### config.mk
export PLATFORM = sky130hd
export DESIGN_NAME = tp_media_status_indicators
export DESIGN_NICKNAME = d
export VERILOG_FILES = /design/src/hdl/tp_media_pkg.sv /design/src/hdl/tp_media_status_indicators.sv
export VERILOG_INCLUDE_DIRS = /design/src /design/src/hdl
export SDC_FILE = /design/constraint.sdc
export NUM_CORES = 1
export LEC_CHECK = 0
export ABC_AREA = 1
export BUFFER_PORTS_ARGS = -buffer_cell sky130_fd_sc_hd__buf_4
export CAP_MARGIN = 40
export CORE_MARGIN = 10
export CORE_UTILIZATION = 55
export DETAILED_ROUTE_END_ITERATION = 8
export PLACE_DENSITY_LB_ADDON = 0.3
export SYNTH_ARGS = -nofsm -noshare
export SYNTH_HDL_FRONTEND = slang
export SYNTH_HIERARCHICAL = 1
export SYNTH_SLANG_ARGS = --single-unit
### constraint.sdc
create_clock -name clk -period 2.06 [get_ports clk]
set_input_delay 0.412 -clock clk [delete_from_list [all_inputs] [get_ports clk]]
set_output_delay 0.412 -clock clk [all_outputs]
set_load 0.02 [all_outputs]
### src/hdl/tp_media_cfg.svh
// constants of the media status and indicator block
// assumes a 10 MHz clock and a 32-bit AXI4-Lite register port
`ifndef TP_MEDIA_CFG_SVH
`define TP_MEDIA_CFG_SVH

// timing
`define CLK_HZ 10000000
`define STRETCH_MS 50
`define STRETCH_CYCLES ((`STRETCH_MS * `CLK_HZ) / 1000)
`define STRETCH_W 19

// polarity thresholds
`define REV_PULSE_LIMIT 3'h7
`define REV_PACKET_LIMIT 2'h3

// register byte addresses
`define ADDR_W 4
`define REG_MODE_STATUS 4'h0
`define REG_EVENT_STATUS 4'h4
`define REG_EVENT_MASK 4'h8

// event bit positions
`define EV_W 5
`define EV_TX 0
`define EV_RX 1
`define EV_COL 2
`define EV_POL 3
`define EV_LINK 4

// status word field positions
`define ST_STRAP_LSB 0
`define ST_IND_LSB 4

// reset values and responses
`define EVENT_MASK_RST 5'h00
`define RESP_OKAY 2'h0
`define RESP_SLVERR 2'h2
`endif

### src/hdl/tp_media_pkg.sv
// types shared by the media status and indicator block
// assumes nothing beyond the constants header
package tp_media_pkg;
  // static strap inputs as sampled
  typedef struct packed {
    logic reducedSquelch;
    logic linkTestDisable;
    logic mediaPortSelect;
    logic codecBypass;
  } strap_type;

  // mode controls handed to the codec and media paths
  typedef struct packed {
    logic lowSquelchSelect;
    logic integrityCheckEnable;
    logic linkPulseGenEnable;
    logic tpRouted;
    logic auiRouted;
    logic dualPinAlternate;
    logic internalCodecEnable;
  } mode_type;

  // line activity seen by the media side, one-cycle pulses
  typedef struct packed {
    logic packetReversed;
    logic packetNormal;
    logic pulseReversed;
    logic pulseNormal;
    logic collision;
    logic rxData;
    logic txData;
  } activity_type;
endpackage

### src/hdl/tp_media_status_indicators.sv
// media mode selection, activity stretching, polarity and link indicators
// assumes straps and activity pulses synchronous to clk; AXI4-Lite master on one clock
// How it works
// codec bypass strap at 1 turns the internal line codec off, at 0 on.
// dual-function codec pins take their alternate meaning when the bypass strap is 1.
// media port select at 1 routes the codec to the attachment unit, at 0 to twisted pair.
// each transmit drives the low-active transmit indicator for about 50 ms.
// each detected receive drives the low-active receive indicator for about 50 ms.
// each collision drives the low-active collision indicator for about 50 ms.
// the polarity indicator asserts after seven reversed link pulses or three reversed packets in a row.
// the link indicator is off in attachment unit mode or when testing is on and the link is bad.
// the link indicator is on in twisted pair mode when the link is good or testing is off.
// link disable strap at 0 stops link pulse generation and integrity checking.
// reduced squelch strap at 1 selects the lower squelch threshold.
// a new event during an active stretch restarts its full period.
// a normal-polarity pulse clears the reversed pulse count, a normal-polarity packet the reversed packet count.
//
// The register offsets and the AXI4-Lite interface to the registers were decided locally.
`timescale 1ns/100ps
`default_nettype none
`include "tp_media_cfg.svh"

module activity_stretch #(
  parameter int STRETCH = `STRETCH_CYCLES
) (
  // clock and reset
  input wire logic clk,
  input wire logic rstn,
  // event in, stretched level out
  input wire logic trigger,
  output logic active
);
  logic [`STRETCH_W-1:0] count_r;
  localparam logic [`STRETCH_W-1:0] RELOAD = `STRETCH_W'(STRETCH - 1);

  always_ff @(posedge clk or negedge rstn) begin
    if (!rstn) begin
      count_r <= '0;
      active <= 1'b0;
    end else if (trigger) begin
      count_r <= RELOAD;
      active <= 1'b1;
    end else if (count_r != '0) begin
      count_r <= count_r - `STRETCH_W'(1);
    end else begin
      active <= 1'b0;
    end
  end
endmodule // activity_stretch

module tp_media_status_indicators
  import tp_media_pkg::*;
#(
  parameter int STRETCH_CYCLES = `STRETCH_CYCLES
) (
  // clock and reset
  input wire logic clk,
  input wire logic rstn,
  // straps and line state
  input wire strap_type straps,
  input wire activity_type activity,
  input wire logic linkIntegrityGood,
  // mode controls
  output mode_type mode,
  // indicators, low active
  output logic tx_activity_indicator_n,
  output logic rx_activity_indicator_n,
  output logic collision_indicator_n,
  output logic reversed_polarity_indicator_n,
  output logic link_good_indicator_n,
  // interrupt
  output logic irq,
  // AXI4-Lite write
  input wire logic [`ADDR_W-1:0] awaddr,
  input wire logic awvalid,
  output logic awready,
  input wire logic [31:0] wdata,
  input wire logic [3:0] wstrb,
  input wire logic wvalid,
  output logic wready,
  output logic [1:0] bresp,
  output logic bvalid,
  input wire logic bready,
  // AXI4-Lite read
  input wire logic [`ADDR_W-1:0] araddr,
  input wire logic arvalid,
  output logic arready,
  output logic [31:0] rdata,
  output logic [1:0] rresp,
  output logic rvalid,
  input wire logic rready
);
  strap_type strap_r;
  logic txOn, rxOn, colOn;
  logic [2:0] pulseRevCount_r;
  logic [1:0] packetRevCount_r;
  logic polarityOn_r, linkOn_r, linkOn_nxt;
  logic [`EV_W-1:0] eventStatus_r, eventMask_r, eventSet;
  logic [`ADDR_W-1:0] awaddr_r;
  logic [31:0] wdata_r;
  logic [3:0] wstrb_r;
  logic awHeld_r, wHeld_r;
  logic doWrite;

  // straps are meant to be static; sampling them keeps every output on a flop
  always_ff @(posedge clk or negedge rstn) begin
    if (!rstn) strap_r <= '0;
    else strap_r <= straps;
  end

  always_ff @(posedge clk or negedge rstn) begin
    if (!rstn) begin
      mode <= '0;
    end else begin
      mode.internalCodecEnable <= !strap_r.codecBypass;
      mode.dualPinAlternate <= strap_r.codecBypass;
      mode.auiRouted <= strap_r.mediaPortSelect;
      mode.tpRouted <= !strap_r.mediaPortSelect;
      mode.linkPulseGenEnable <= strap_r.linkTestDisable;
      mode.integrityCheckEnable <= strap_r.linkTestDisable;
      mode.lowSquelchSelect <= strap_r.reducedSquelch;
    end
  end

  activity_stretch #(.STRETCH(STRETCH_CYCLES)) txStretch (
    .clk(clk), .rstn(rstn), .trigger(activity.txData), .active(txOn));
  activity_stretch #(.STRETCH(STRETCH_CYCLES)) rxStretch (
    .clk(clk), .rstn(rstn), .trigger(activity.rxData), .active(rxOn));
  activity_stretch #(.STRETCH(STRETCH_CYCLES)) colStretch (
    .clk(clk), .rstn(rstn), .trigger(activity.collision), .active(colOn));

  // stretch state is already a flop; the inversion stays out of the module
  always_ff @(posedge clk or negedge rstn) begin
    if (!rstn) begin
      tx_activity_indicator_n <= 1'b1;
      rx_activity_indicator_n <= 1'b1;
      collision_indicator_n <= 1'b1;
    end else begin
      tx_activity_indicator_n <= !(txOn || activity.txData);
      rx_activity_indicator_n <= !(rxOn || activity.rxData);
      collision_indicator_n <= !(colOn || activity.collision);
    end
  end

  // polarity watch only counts while on twisted pair
  always_ff @(posedge clk or negedge rstn) begin
    if (!rstn) begin
      pulseRevCount_r <= '0;
      packetRevCount_r <= '0;
      polarityOn_r <= 1'b0;
    end else if (strap_r.mediaPortSelect) begin
      pulseRevCount_r <= '0;
      packetRevCount_r <= '0;
      polarityOn_r <= 1'b0;
    end else begin
      if (activity.pulseNormal) pulseRevCount_r <= '0;
      else if (activity.pulseReversed && pulseRevCount_r != `REV_PULSE_LIMIT)
        pulseRevCount_r <= pulseRevCount_r + 3'h1;
      if (activity.packetNormal) packetRevCount_r <= '0;
      else if (activity.packetReversed && packetRevCount_r != `REV_PACKET_LIMIT)
        packetRevCount_r <= packetRevCount_r + 2'h1;
      if (activity.pulseNormal || activity.packetNormal) polarityOn_r <= 1'b0;
      else if (pulseRevCount_r == `REV_PULSE_LIMIT || packetRevCount_r == `REV_PACKET_LIMIT)
        polarityOn_r <= 1'b1;
    end
  end

  always_ff @(posedge clk or negedge rstn) begin
    if (!rstn) reversed_polarity_indicator_n <= 1'b1;
    else reversed_polarity_indicator_n <= !polarityOn_r;
  end

  // attachment unit mode wins over disabled testing
  always_comb begin
    linkOn_nxt = !strap_r.mediaPortSelect && (!strap_r.linkTestDisable || linkIntegrityGood);
  end

  always_ff @(posedge clk or negedge rstn) begin
    if (!rstn) begin
      linkOn_r <= 1'b0;
      link_good_indicator_n <= 1'b1;
    end else begin
      linkOn_r <= linkOn_nxt;
      link_good_indicator_n <= !linkOn_r;
    end
  end

  // sticky events, write one to clear; a set in the clear cycle survives
  always_comb begin
    eventSet = '0;
    eventSet[`EV_TX] = activity.txData;
    eventSet[`EV_RX] = activity.rxData;
    eventSet[`EV_COL] = activity.collision;
    eventSet[`EV_POL] = polarityOn_r && reversed_polarity_indicator_n;
    eventSet[`EV_LINK] = linkOn_r != linkOn_nxt;
  end

  assign doWrite = awHeld_r && wHeld_r && !bvalid;

  always_ff @(posedge clk or negedge rstn) begin
    if (!rstn) begin
      eventStatus_r <= '0;
      eventMask_r <= `EVENT_MASK_RST;
    end else begin
      if (doWrite && awaddr_r == `REG_EVENT_STATUS && wstrb_r[0])
        eventStatus_r <= (eventStatus_r & ~wdata_r[`EV_W-1:0]) | eventSet;
      else
        eventStatus_r <= eventStatus_r | eventSet;
      if (doWrite && awaddr_r == `REG_EVENT_MASK && wstrb_r[0])
        eventMask_r <= wdata_r[`EV_W-1:0];
    end
  end

  always_ff @(posedge clk or negedge rstn) begin
    if (!rstn) irq <= 1'b0;
    else irq <= |(eventStatus_r & eventMask_r);
  end

  // write channel: address and data taken in either order, one at a time
  always_ff @(posedge clk or negedge rstn) begin
    if (!rstn) begin
      awHeld_r <= 1'b0;
      wHeld_r <= 1'b0;
      awready <= 1'b0;
      wready <= 1'b0;
      awaddr_r <= '0;
      wdata_r <= '0;
      wstrb_r <= '0;
      bvalid <= 1'b0;
      bresp <= `RESP_OKAY;
    end else begin
      awready <= !awHeld_r && !(awvalid && awready) && !bvalid;
      wready <= !wHeld_r && !(wvalid && wready) && !bvalid;
      if (awvalid && awready) begin
        awHeld_r <= 1'b1;
        awaddr_r <= awaddr;
      end
      if (wvalid && wready) begin
        wHeld_r <= 1'b1;
        wdata_r <= wdata;
        wstrb_r <= wstrb;
      end
      if (doWrite) begin
        bvalid <= 1'b1;
        bresp <= (awaddr_r == `REG_EVENT_STATUS || awaddr_r == `REG_EVENT_MASK ||
                  awaddr_r == `REG_MODE_STATUS) ? `RESP_OKAY : `RESP_SLVERR;
      end else if (bvalid && bready) begin
        bvalid <= 1'b0;
        awHeld_r <= 1'b0;
        wHeld_r <= 1'b0;
      end
    end
  end

  // read channel
  always_ff @(posedge clk or negedge rstn) begin
    if (!rstn) begin
      arready <= 1'b0;
      rvalid <= 1'b0;
      rdata <= '0;
      rresp <= `RESP_OKAY;
    end else begin
      arready <= !rvalid && !(arvalid && arready);
      if (arvalid && arready) begin
        rvalid <= 1'b1;
        rresp <= `RESP_OKAY;
        rdata <= '0;
        case (araddr)
          `REG_MODE_STATUS: begin
            rdata[`ST_STRAP_LSB +: 4] <= strap_r;
            rdata[`ST_IND_LSB +: 5] <= {linkOn_r, polarityOn_r, colOn, rxOn, txOn};
          end
          `REG_EVENT_STATUS: rdata[`EV_W-1:0] <= eventStatus_r;
          `REG_EVENT_MASK: rdata[`EV_W-1:0] <= eventMask_r;
          default: rresp <= `RESP_SLVERR;
        endcase
      end else if (rvalid && rready) begin
        rvalid <= 1'b0;
      end
    end
  end
endmodule // tp_media_status_indicators
`default_nettype wire

==> summary.txt, run 1 <==
Layout Skew: 0.00676 ns
DRT Pass-1 Iters: 5
Fin. Hold Viols: 0
LEAKAGE: 0.00384 uW
Setup Total Neg Slack: 0 ns
Detailed Route Iter0 Violations: 524
Setup bufs post-CTS: 0
CP Max Fanout: 7
Cts bufs inserted: 17
Residual DRC: 0
Register Area: 3030 um^2
Crit-path cells: inv_1, ha_1, nand2_4, nor2_4, nand3_4, nor2_8, nor2_1
WP data required: 2.35 ns
Clock transition at path regs: 0.06 ns
Sink Count: 121
I/O Pins: 117
Total core area: 11,500 um^2
Multi-input gate area: 2880 um^2
Critical path's largest stage delay: 0.39 ns
Global-route wire length before repair: 25,600 um
Type of the worst setup path: reg2reg
Pin count of the biggest net entering global routing: 35
Detailed placer's ending HPWL: 11,000 um
CP Capture Type: register
Hold WC Path Type: in2reg
Max Fclk: 0.577 GHz
Initial core utilization: 0.564
Total track usage: 0.189
Period utilization: 0.841
Vias in the first global route: 5,383
Layout fillers: 967
Clk buf depth: 2
Max VDD drop: 911 uV
Number of synthesized flops with an enable pin: 0
Arr. time, crit path: 2.02 ns
Slowest CP cell: dfrtp_1
Register area share after synthesis: 0.469
Final slew viol count: 0
Unrepaired setup endpoints after global routing: no
Vias: 5,536
Fin crit period: 1.73 ns
Most frequent cells in the layout: 216 x nand2_1, 116 x dfrtp_1, 114 x nor2_1, 97 x inv_1, 82 x nand3_1
Synth area leaders: dfrtp_1 45%, nand2_1 13%, nor2_1 6.6%
Max-cap viol count: 0
Crit path launch type: register
Final count of negative-setup-slack endpoints: 0
Synthesized area: 6470 um^2
Synth Flop Type: dfrtp_1
FF+latch count, synth: 121
Die Area: 16,500 um^2
Netlist cell types: 34
Yosys Warn Count: 6
DRT Wirelength: 15,100 um
Final GP Congestion: 0.913
Cts repair resizes: 0
Total congestion overflow: 0
Yosys top cell area share: 0.449
Tot Pwr: 7100 uW
Ys async rst share: 1.00
Clock Latency Late Sink: 0.41 ns
Final core utilization: 0.669
Initial antenna violation count: 0
Final #Nets: 973
Root Driver: clkbuf_16
Status: completed
Routed vias/inst: 5.22
CTS Hold Bufs: 1
Std cell rows: 39
Synth area leader: dfrtp_1
H-tree Lvls: 4
Chip Height: 128 um
Cell Pwr Density: 925 nW/um^2
Proportion of layout cells with a drive suffix above 1: 0.179
# diodes: 0
Cell count after synthesis: 826
PortBufs: 61
Commonest non-fill, non-tap cell in the layout: nand2_1
Post-Synthesis Mean Instance Area: 7.83 um^2
Avg WL per Cell: 14.2 um
Synth-to-Final Area Change: 18.6%
Final antenna-violating net count: 0
CTS tree: yes
Die width: 128 um
worst paths after layout:
check | slack, ns | cells past startpoint | start | to
setup / recovery | 0.33 | 7 | txStretch/count_r[0] | txStretch/count_r[9]
hold / removal | 0.11 | 1 | straps[3] | strap_r[3]
setup reg to reg | 0.33 | 7 | txStretch/count_r[0] | txStretch/count_r[9]
hold reg to reg | 0.40 | 0 | strap_r[3] | mode[6]
max in group asynchronous | 0.91 | 3 | rstn | collision_indicator_n
min in group asynchronous | 0.50 | 2 | rstn | strap_r[3]
registers in the layout, indices dropped and copies added (netlist names), 2 cells and up:
name and cells:
awaddr_r 4, colStretch/count_r 19, eventMask_r 5, eventStatus_r 5, mode 6, packetRevCount_r 2, pulseRevCount_r 3, rdata 9
rxStretch/count_r 19, strap_r 4, txStretch/count_r 19, wdata_r 5
routing by layer:
layer | track usage | routed length [um] | part of all wire | up-vias
met5 | 0 | 0 | 0 | -
met4 | 0.0609 | 189 | 0.013 | 0
met3 | 0.0472 | 926 | 0.061 | 22
met2 | 0.310 | 7350 | 0.49 | 165
met1 | 0.239 | 6620 | 0.44 | 2611
li1 | - | - | - | 2738
cells by family after synthesis:
kind of cell               Yosys count  share of synthesized area
and+or+nand+nor                    490                      0.363
buffers and inverters              141                     0.0994
DFF                                121                      0.469
AOI/OAI and AO/OA                   67                     0.0561
adders and majority gates            6                     0.0116
other                                1                   0.000580
synthesized netlist by cell type (2+ instances only):
| cell type | instances |
|---|---|
| nor3_1 | 5 |
| dfrtp_1 | 116 |
| buf_2 | 7 |
| o21ai_0 | 14 |
| o22ai_1 | 2 |
| o21bai_1 | 3 |
| nor2_1 | 114 |
| nand4_1 | 20 |
| inv_2 | 8 |
| nand2_1 | 216 |
| o21ai_1 | 21 |
| nor2_4 | 14 |
| ha_1 | 6 |
| nand3_2 | 3 |
| nand2_4 | 4 |
| o31ai_2 | 2 |
| nand3_4 | 4 |
| or2_1 | 3 |
| nand2_2 | 8 |
| buf_4 | 26 |
| inv_1 | 97 |
| a21oi_1 | 24 |
| nor2_2 | 10 |
| nand3_1 | 82 |
| dfstp_2 | 5 |
| nor2_8 | 4 |
per-stage QoR:
| step | setup slack [ns] | instances | hold WS, ns | area (um^2) |
|---|---|---|---|---|
| global placement | 0.395 | 1027 | 0.380 | 7040 |
| floorplan | 0.627 | 850 | 0.116 | 6560 |
| CTS | 0.328 | 1060 | 0.0924 | 7680 |
| global route | 0.178 | 1060 | 0.0971 | 7680 |
| finish | 0.328 | 1060 | 0.106 | 7680 |
| detailed placement | 0.353 | 1027 | 0.382 | 7040 |
worst max-delay path: cells and delay by family (launching register included):
kind	cells	cell delay, ns
buf+inv	1	0.17
flops	1	0.39
fa+ha+maj	1	0.37
simple gates	5	0.69
area by class of cell:
type / count / area share
timing repair buffer: 70 / 0.0720
multi-input combinational: 588 / 0.376
clock buffer: 20 / 0.0595
inverter: 106 / 0.0518
sequential: 121 / 0.395
clock inverter: 12 / 0.0225
tap: 143 / 0.0233
power by group:
part	internal [uW]	total [uW]	switching (uW)
Sequential	2640	2890	252
Clock	2080	3130	1050
Combinational	385	1080	699
Power figures use the tool's default switching activity.
==> run 2: changes to the inputs <==
--- a/config.mk
+++ b/config.mk
@@ -10,7 +10,7 @@
 export BUFFER_PORTS_ARGS = -buffer_cell sky130_fd_sc_hd__buf_4
 export CAP_MARGIN = 40
 export CORE_MARGIN = 10
-export CORE_UTILIZATION = 55
+export CORE_UTILIZATION = 51
 export DETAILED_ROUTE_END_ITERATION = 8
 export PLACE_DENSITY_LB_ADDON = 0.3
 export SYNTH_ARGS = -nofsm -noshare
==> constraint.sdc (replaced) <==
create_clock -name clk -period 1.4 [get_ports clk]
set_input_delay 0.28 -clock clk [delete_from_list [all_inputs] [get_ports clk]]
set_output_delay 0.28 -clock clk [all_outputs]
set_load 0.02 [all_outputs]
==> run 2 against run 1 <==
Compared with the run above:
- the flow now finishes with violations (setup timing)
- first-iteration DRC count shrank 20%
- die area grew 6.6%
- maximum frequency increased by 21%
- critical path depth decreased by 1
- core utilization grew 1.7 points
- power rose by 47%
- combinational power rose by 57%
- cell area up 12%
- hold slack got worse by 0.085 ns
- critical path type unchanged
==> summary.txt, run 2 (synthesis results as in run 1) <==
DRT Pass-1 Iters: 7
Detailed placer's ending HPWL: 11,700 um
Clk buf depth: 2
Unrepaired setup endpoints after global routing: yes
Cell Pwr Density: 1210 nW/um^2
# diodes: 0
Type of the worst setup path: reg2reg
CTS tree: yes
Max VDD drop: 820 uV
Arr. time, crit path: 1.75 ns
Fin crit period: 1.43 ns
Met2 GRT Util: 0.296
Clock Latency Late Sink: 0.43 ns
CP Capture Type: register
Total track usage: 0.185
GRT busiest layer: met2
Commonest non-fill, non-tap cell in the layout: nand2_1
Sink Count: 121
Worst Slack Setup Final: -0.0340 ns
Vias in the first global route: 5,550
Failing checks: setup timing
Period utilization: 1.02
WP data required: 1.71 ns
Top Registers: colStretch/count_r x19, rxStretch/count_r x19, txStretch/count_r x19
Residual DRC: 0
Final GP Congestion: 0.938
Proportion of layout cells with a drive suffix above 1: 0.309
Final #Nets: 1,046
Final antenna-violating net count: 0
Initial antenna violation count: 0
Routed vias/inst: 4.99
I/O Pins: 117
Max Fclk: 0.697 GHz
Final count of negative-setup-slack endpoints: 3
Most frequent CP cell: nand2_1
Slowest CP cell: dfrtp_1
Global routing usage on met1: 0.231
LEAKAGE: 0.00421 uW
Global-route wire length before repair: 26,700 um
DRT Wirelength: 16,300 um
Status: complete, but fails checks
Vias: 5,799
Crit-path cells: nor2_1, nand2_1, nor2_4, nand4_1, nand2_1, o21ai_1
Pin count of the biggest net entering global routing: 34
Crit path launch type: register
Setup Total Neg Slack: -0.0407 ns
Std cell rows: 41
Cts bufs inserted: 17
H-tree Lvls: 4
Total core area: 12,500 um^2
Grt met3 use: 0.0500
Initial core utilization: 0.517
Clock transition at path regs: 0.06 ns
Final slew viol count: 0
Most frequent cells in the layout: 203 x nand2_1, 131 x buf_4, 107 x dfrtp_1, 90 x inv_1, 82 x nand3_1
CP Max Fanout: 3
Avg WL per Cell: 14.1 um
Fin. Hold Viols: 0
Root Driver: clkbuf_16
Synth-to-Final Area Change: 32.9%
Post-Place Cells: 1,110
Die Area: 17,600 um^2
Max-cap viol count: 0
Total congestion overflow: 0
Hold WC Path Type: in2reg
Finished Layout Cells: 1,162
Chip Height: 133 um
Critical path's largest stage delay: 0.38 ns
Die width: 133 um
Layout Skew: 0.00787 ns
Detailed Route Iter0 Violations: 419
PortBufs: 61
Layout fillers: 1,009
run 2: critical path, delay by kind of cell, from the launching register on:
| kind | cells | cell delay [ns] |
|---|---|---|
| simple gates | 5 | 0.86 |
| flops | 1 | 0.38 |
| compound gates | 1 | 0.07 |
run 2: cell type report:
type / count / area, um^2 / share of cell area
multi-input combinational: 588 / 3190 / 0.372
sequential: 121 / 3050 / 0.354
timing repair buffer: 143 / 1140 / 0.132
clock buffer: 23 / 488 / 0.0568
inverter: 106 / 398 / 0.0463
tap: 172 / 215 / 0.0250
clock inverter: 9 / 116 / 0.0135
run 2: repair_timing:
item / in CTS / in global routing
endpoints found under the setup margin: 53 / 63
endpoints found under the hold margin: 95 / 0
gates resized for setup: 11 / 93
pin swaps: 5 / 36
hold buffers: 5 / 0
setup buffers: 0 / 15
run 2: where the power goes:
group	switching [uW]	leakage (uW)	internal, uW
sequential	377	0.00140	3880
clock	1650	0.000282	2810
combinational	1060	0.00253	643
run 2: worst paths after layout:
kind	start	endpoint	slack, ns	cells past startpoint
min in group asynchronous	rstn	colStretch/count_r[16]	0.26	2
worst max-delay path	colStretch/count_r[9]	colStretch/count_r[1]	-0.03	6
worst min-delay path	activity[5]	polarityOn_r	0.02	2
worst max register to register	colStretch/count_r[9]	colStretch/count_r[1]	-0.03	6
max in group asynchronous	rstn	bvalid	0.59	3
worst min register to register	strap_r[3]	mode[6]	0.38	0
run 2: layer usage:
| metal | part of all wire | routed length [um] |
|---|---|---|
| met5 | 0 | 0 |
| met4 | 0.020 | 329 |
| met2 | 0.49 | 7980 |
| met3 | 0.044 | 725 |
| met1 | 0.45 | 7310 |
run 2: stage by stage:
stage,cell area [um^2],worst slack (ns),hold slack [ns],total power (uW),utilization
finish,8600,-0.0340,0.0206,10400,0.687
CTS,8200,0.000713,0.00729,10500,0.655
global placement,7500,-0.0159,0.167,5920,0.599
floorplan,6570,0.0209,-0.0156,5310,-
detailed placement,7500,-0.0410,0.166,5960,0.599
global route,8600,-0.107,0.0109,10900,0.687
==> run 3: changes to the inputs <==
--- a/config.mk
+++ b/config.mk
@@ -7,11 +7,11 @@
 export NUM_CORES = 1
 export LEC_CHECK = 0
 export ABC_AREA = 1
-export BUFFER_PORTS_ARGS = -buffer_cell sky130_fd_sc_hd__buf_4
 export CAP_MARGIN = 40
 export CORE_MARGIN = 10
-export CORE_UTILIZATION = 51
+export CORE_UTILIZATION = 55
 export DETAILED_ROUTE_END_ITERATION = 8
+export DONT_BUFFER_PORTS = 1
 export PLACE_DENSITY_LB_ADDON = 0.3
 export SYNTH_ARGS = -nofsm -noshare
 export SYNTH_HDL_FRONTEND = slang
==> run 3 against run 2 <==
Compared with the run above:
- the run ends with hold timing, setup timing left
- worst setup slack worse by 0.052 ns
- core utilization rose by 3.6 points
- sequential share of layout area up 1.3 points
- global-route usage increased by 1.9 points
- sequential power grew 3%
- maximum frequency decreased by 3.5%
- largest power group unchanged
==> summary.txt, run 3 (synthesis results as in run 1) <==
R2R Path Start: txStretch/count_r[12]
Critical path's largest stage delay: 0.40 ns
Total track usage: 0.204
Combinational fraction of design power: 0.127
Worst path depth: 8
H-tree Lvls: 4
Sw Share: 0.296
Detailed Route Iter0 Violations: 669
Unrepaired setup endpoints after global routing: yes
Commonest non-fill, non-tap cell in the layout: nand2_1
Initial antenna violation count: 2
Crit path max-delay family: simple AND/OR/NAND/NOR gates
Setup crit start: txStretch/count_r[12]
Synth-to-Final Area Change: 28.2%
I/O Pins: 117
Top Registers: colStretch/count_r x19, rxStretch/count_r x19, txStretch/count_r x19
Pin count of the biggest net entering global routing: 122
Clk buf depth: 2
Clock Latency Late Sink: 0.42 ns
Routed vias/inst: 5.44
Chip Height: 128 um
Final GP Congestion: 0.953
Type of the worst setup path: reg2reg
Vias: 5,871
Clock transition at path regs: 0.06 ns
Initial core utilization: 0.564
Buf/Inv on CP: 2
Dpl ws: -0.0580 ns
Global-route wire length before repair: 27,200 um
CP Max Fanout: 3
Proportion of layout cells with a drive suffix above 1: 0.287
Slowest CP cell: dfrtp_1
Root Driver: clkbuf_16
Hold Slack: -0.440 ns
Residual DRC: 0
Crit path launch type: register
Final #Nets: 991
WP data required: 1.75 ns
Setup Total Neg Slack: -0.247 ns
Vias in the first global route: 5,744
Fin. Hold Viols: 122
Max Fclk: 0.673 GHz
DRT Pass-1 Iters: 6
Layout Skew: 0.00822 ns
Most frequent cells in the layout: 196 x nand2_1, 107 x dfrtp_1, 87 x inv_1, 80 x nand3_1, 65 x buf_4
Hold WC Path Type: in2async
Final slew viol count: 0
Total core area: 11,500 um^2
Relative slew slack: 0.662
Die width: 128 um
PortBufs: 0
Arr. time, crit path: 1.84 ns
CP Capture Type: register
Final count of negative-setup-slack endpoints: 7
Switching power total: 3020 uW
Fin crit period: 1.49 ns
DRT Wirelength: 17,700 um
Avg WL per Cell: 16.4 um
Crit-path cells: buf_4, nor2_2, nand2_1, inv_2, nand2_1, nor2_2, nand2_1, o21ai_2
FF-to-FF setup slack: -0.09 ns
Status: complete, but fails checks
R2R depth: 8
Die Area: 16,500 um^2
Cts bufs inserted: 17
Total congestion overflow: 0
Std cell rows: 39
LEAKAGE: 0.00398 uW
Worst slew pin tran: 0.505 ns
Reg-to-Reg End: txStretch/count_r[13]
CP endpoint: txStretch/count_r[13]
Sink Count: 121
Max-cap viol count: 0
Period utilization: 1.06
Max VDD drop: 1690 uV
Worst Slack Setup Final: -0.0863 ns
Internal power: 7170 uW
Most frequent CP cell: nand2_1
Cell Pwr Density: 1230 nW/um^2
Final antenna-violating net count: 0
CTS tree: yes
Failing checks: hold timing, setup timing
Detailed placer's ending HPWL: 11,400 um
Clock Power Share: 0.441
Seq pwr share: 0.432
==> run 3: cell types whose count changed in the layout (fill, tap and decap cells not counted), sizes merged <==
| cell | before | now |
|---|---|---|
| buf | 138 | 68 |
| clkinv | 4 | 7 |
| diode | 0 | 2 |
| inv | 105 | 108 |
| bufinv | 2 | 3 |
| clkinvlp | 4 | 2 |
| dlygate4sd3 | 5 | 20 |
| clkbuf | 23 | 18 |
==> run 3: how the worst min path moves through the flow <==
stage | from | endpoint | slack (ns) | depth (start not counted)
6_report | rstn | mode[1] | -0.44 | 0
2_1_floorplan | rstn | arready | -0.02 | 0
3_5_place_dp | rstn | mode[6] | -0.01 | 0
3_3_place_gp | rstn | awaddr_r[0] | -0.01 | 0
4_1_cts | rstn | colStretch/count_r[7] | -0.45 | 0
5_1_grt | rstn | mode[6] | -0.46 | 0
==> run 3: layout make-up <==
type                       instances  area (um^2)
antenna                            2         5.00
clock buffer                      18          429
clock inverter                    14          173
fill                             817         3170
inverter                         106          405
multi-input combinational        588         3330
sequential                       121         3050
tap                              143          179
timing repair buffer              88          722
==> run 3: through the flow <==
step                      std cells  utilization  instance area, um^2  power, uW
after floorplan                 850            -                 6570       5310
after global routing           1080        0.723                 8290      10600
after CTS                      1067        0.680                 7800      10200
after detailed placement       1014        0.604                 6920       5610
final                          1080        0.723                 8290      10200
after global placement         1014        0.604                 6920       5540
==> run 3: timing repair <==
item	4_1_cts	5_1_grt
hold buffers	19	1
gates cloned	0	0
endpoints found under the setup margin	52	61
pin swaps	5	55
hold endpoints to repair	166	128
resized for setup	20	128
setup buffers	2	10
==> run 3: routing by layer <==
metal,GRT usage,routed length (um),vias up
li1,-,-,2778
met1,0.242,7000,2831
met2,0.340,9000,222
met3,0.0583,1270,40
met4,0.0821,396,0
met5,0,0,-
==> run 3: power by group through the flow <==
stage | sequential, uW | clock, uW | combinational [uW]
5_1_grt | 4460 | 4700 | 1460
4_1_cts | 4390 | 4520 | 1250
2_1_floorplan | 4350 | 0 | 962
3_3_place_gp | 4440 | 0 | 1110
3_5_place_dp | 4450 | 0 | 1150
6_report | 4400 | 4490 | 1290
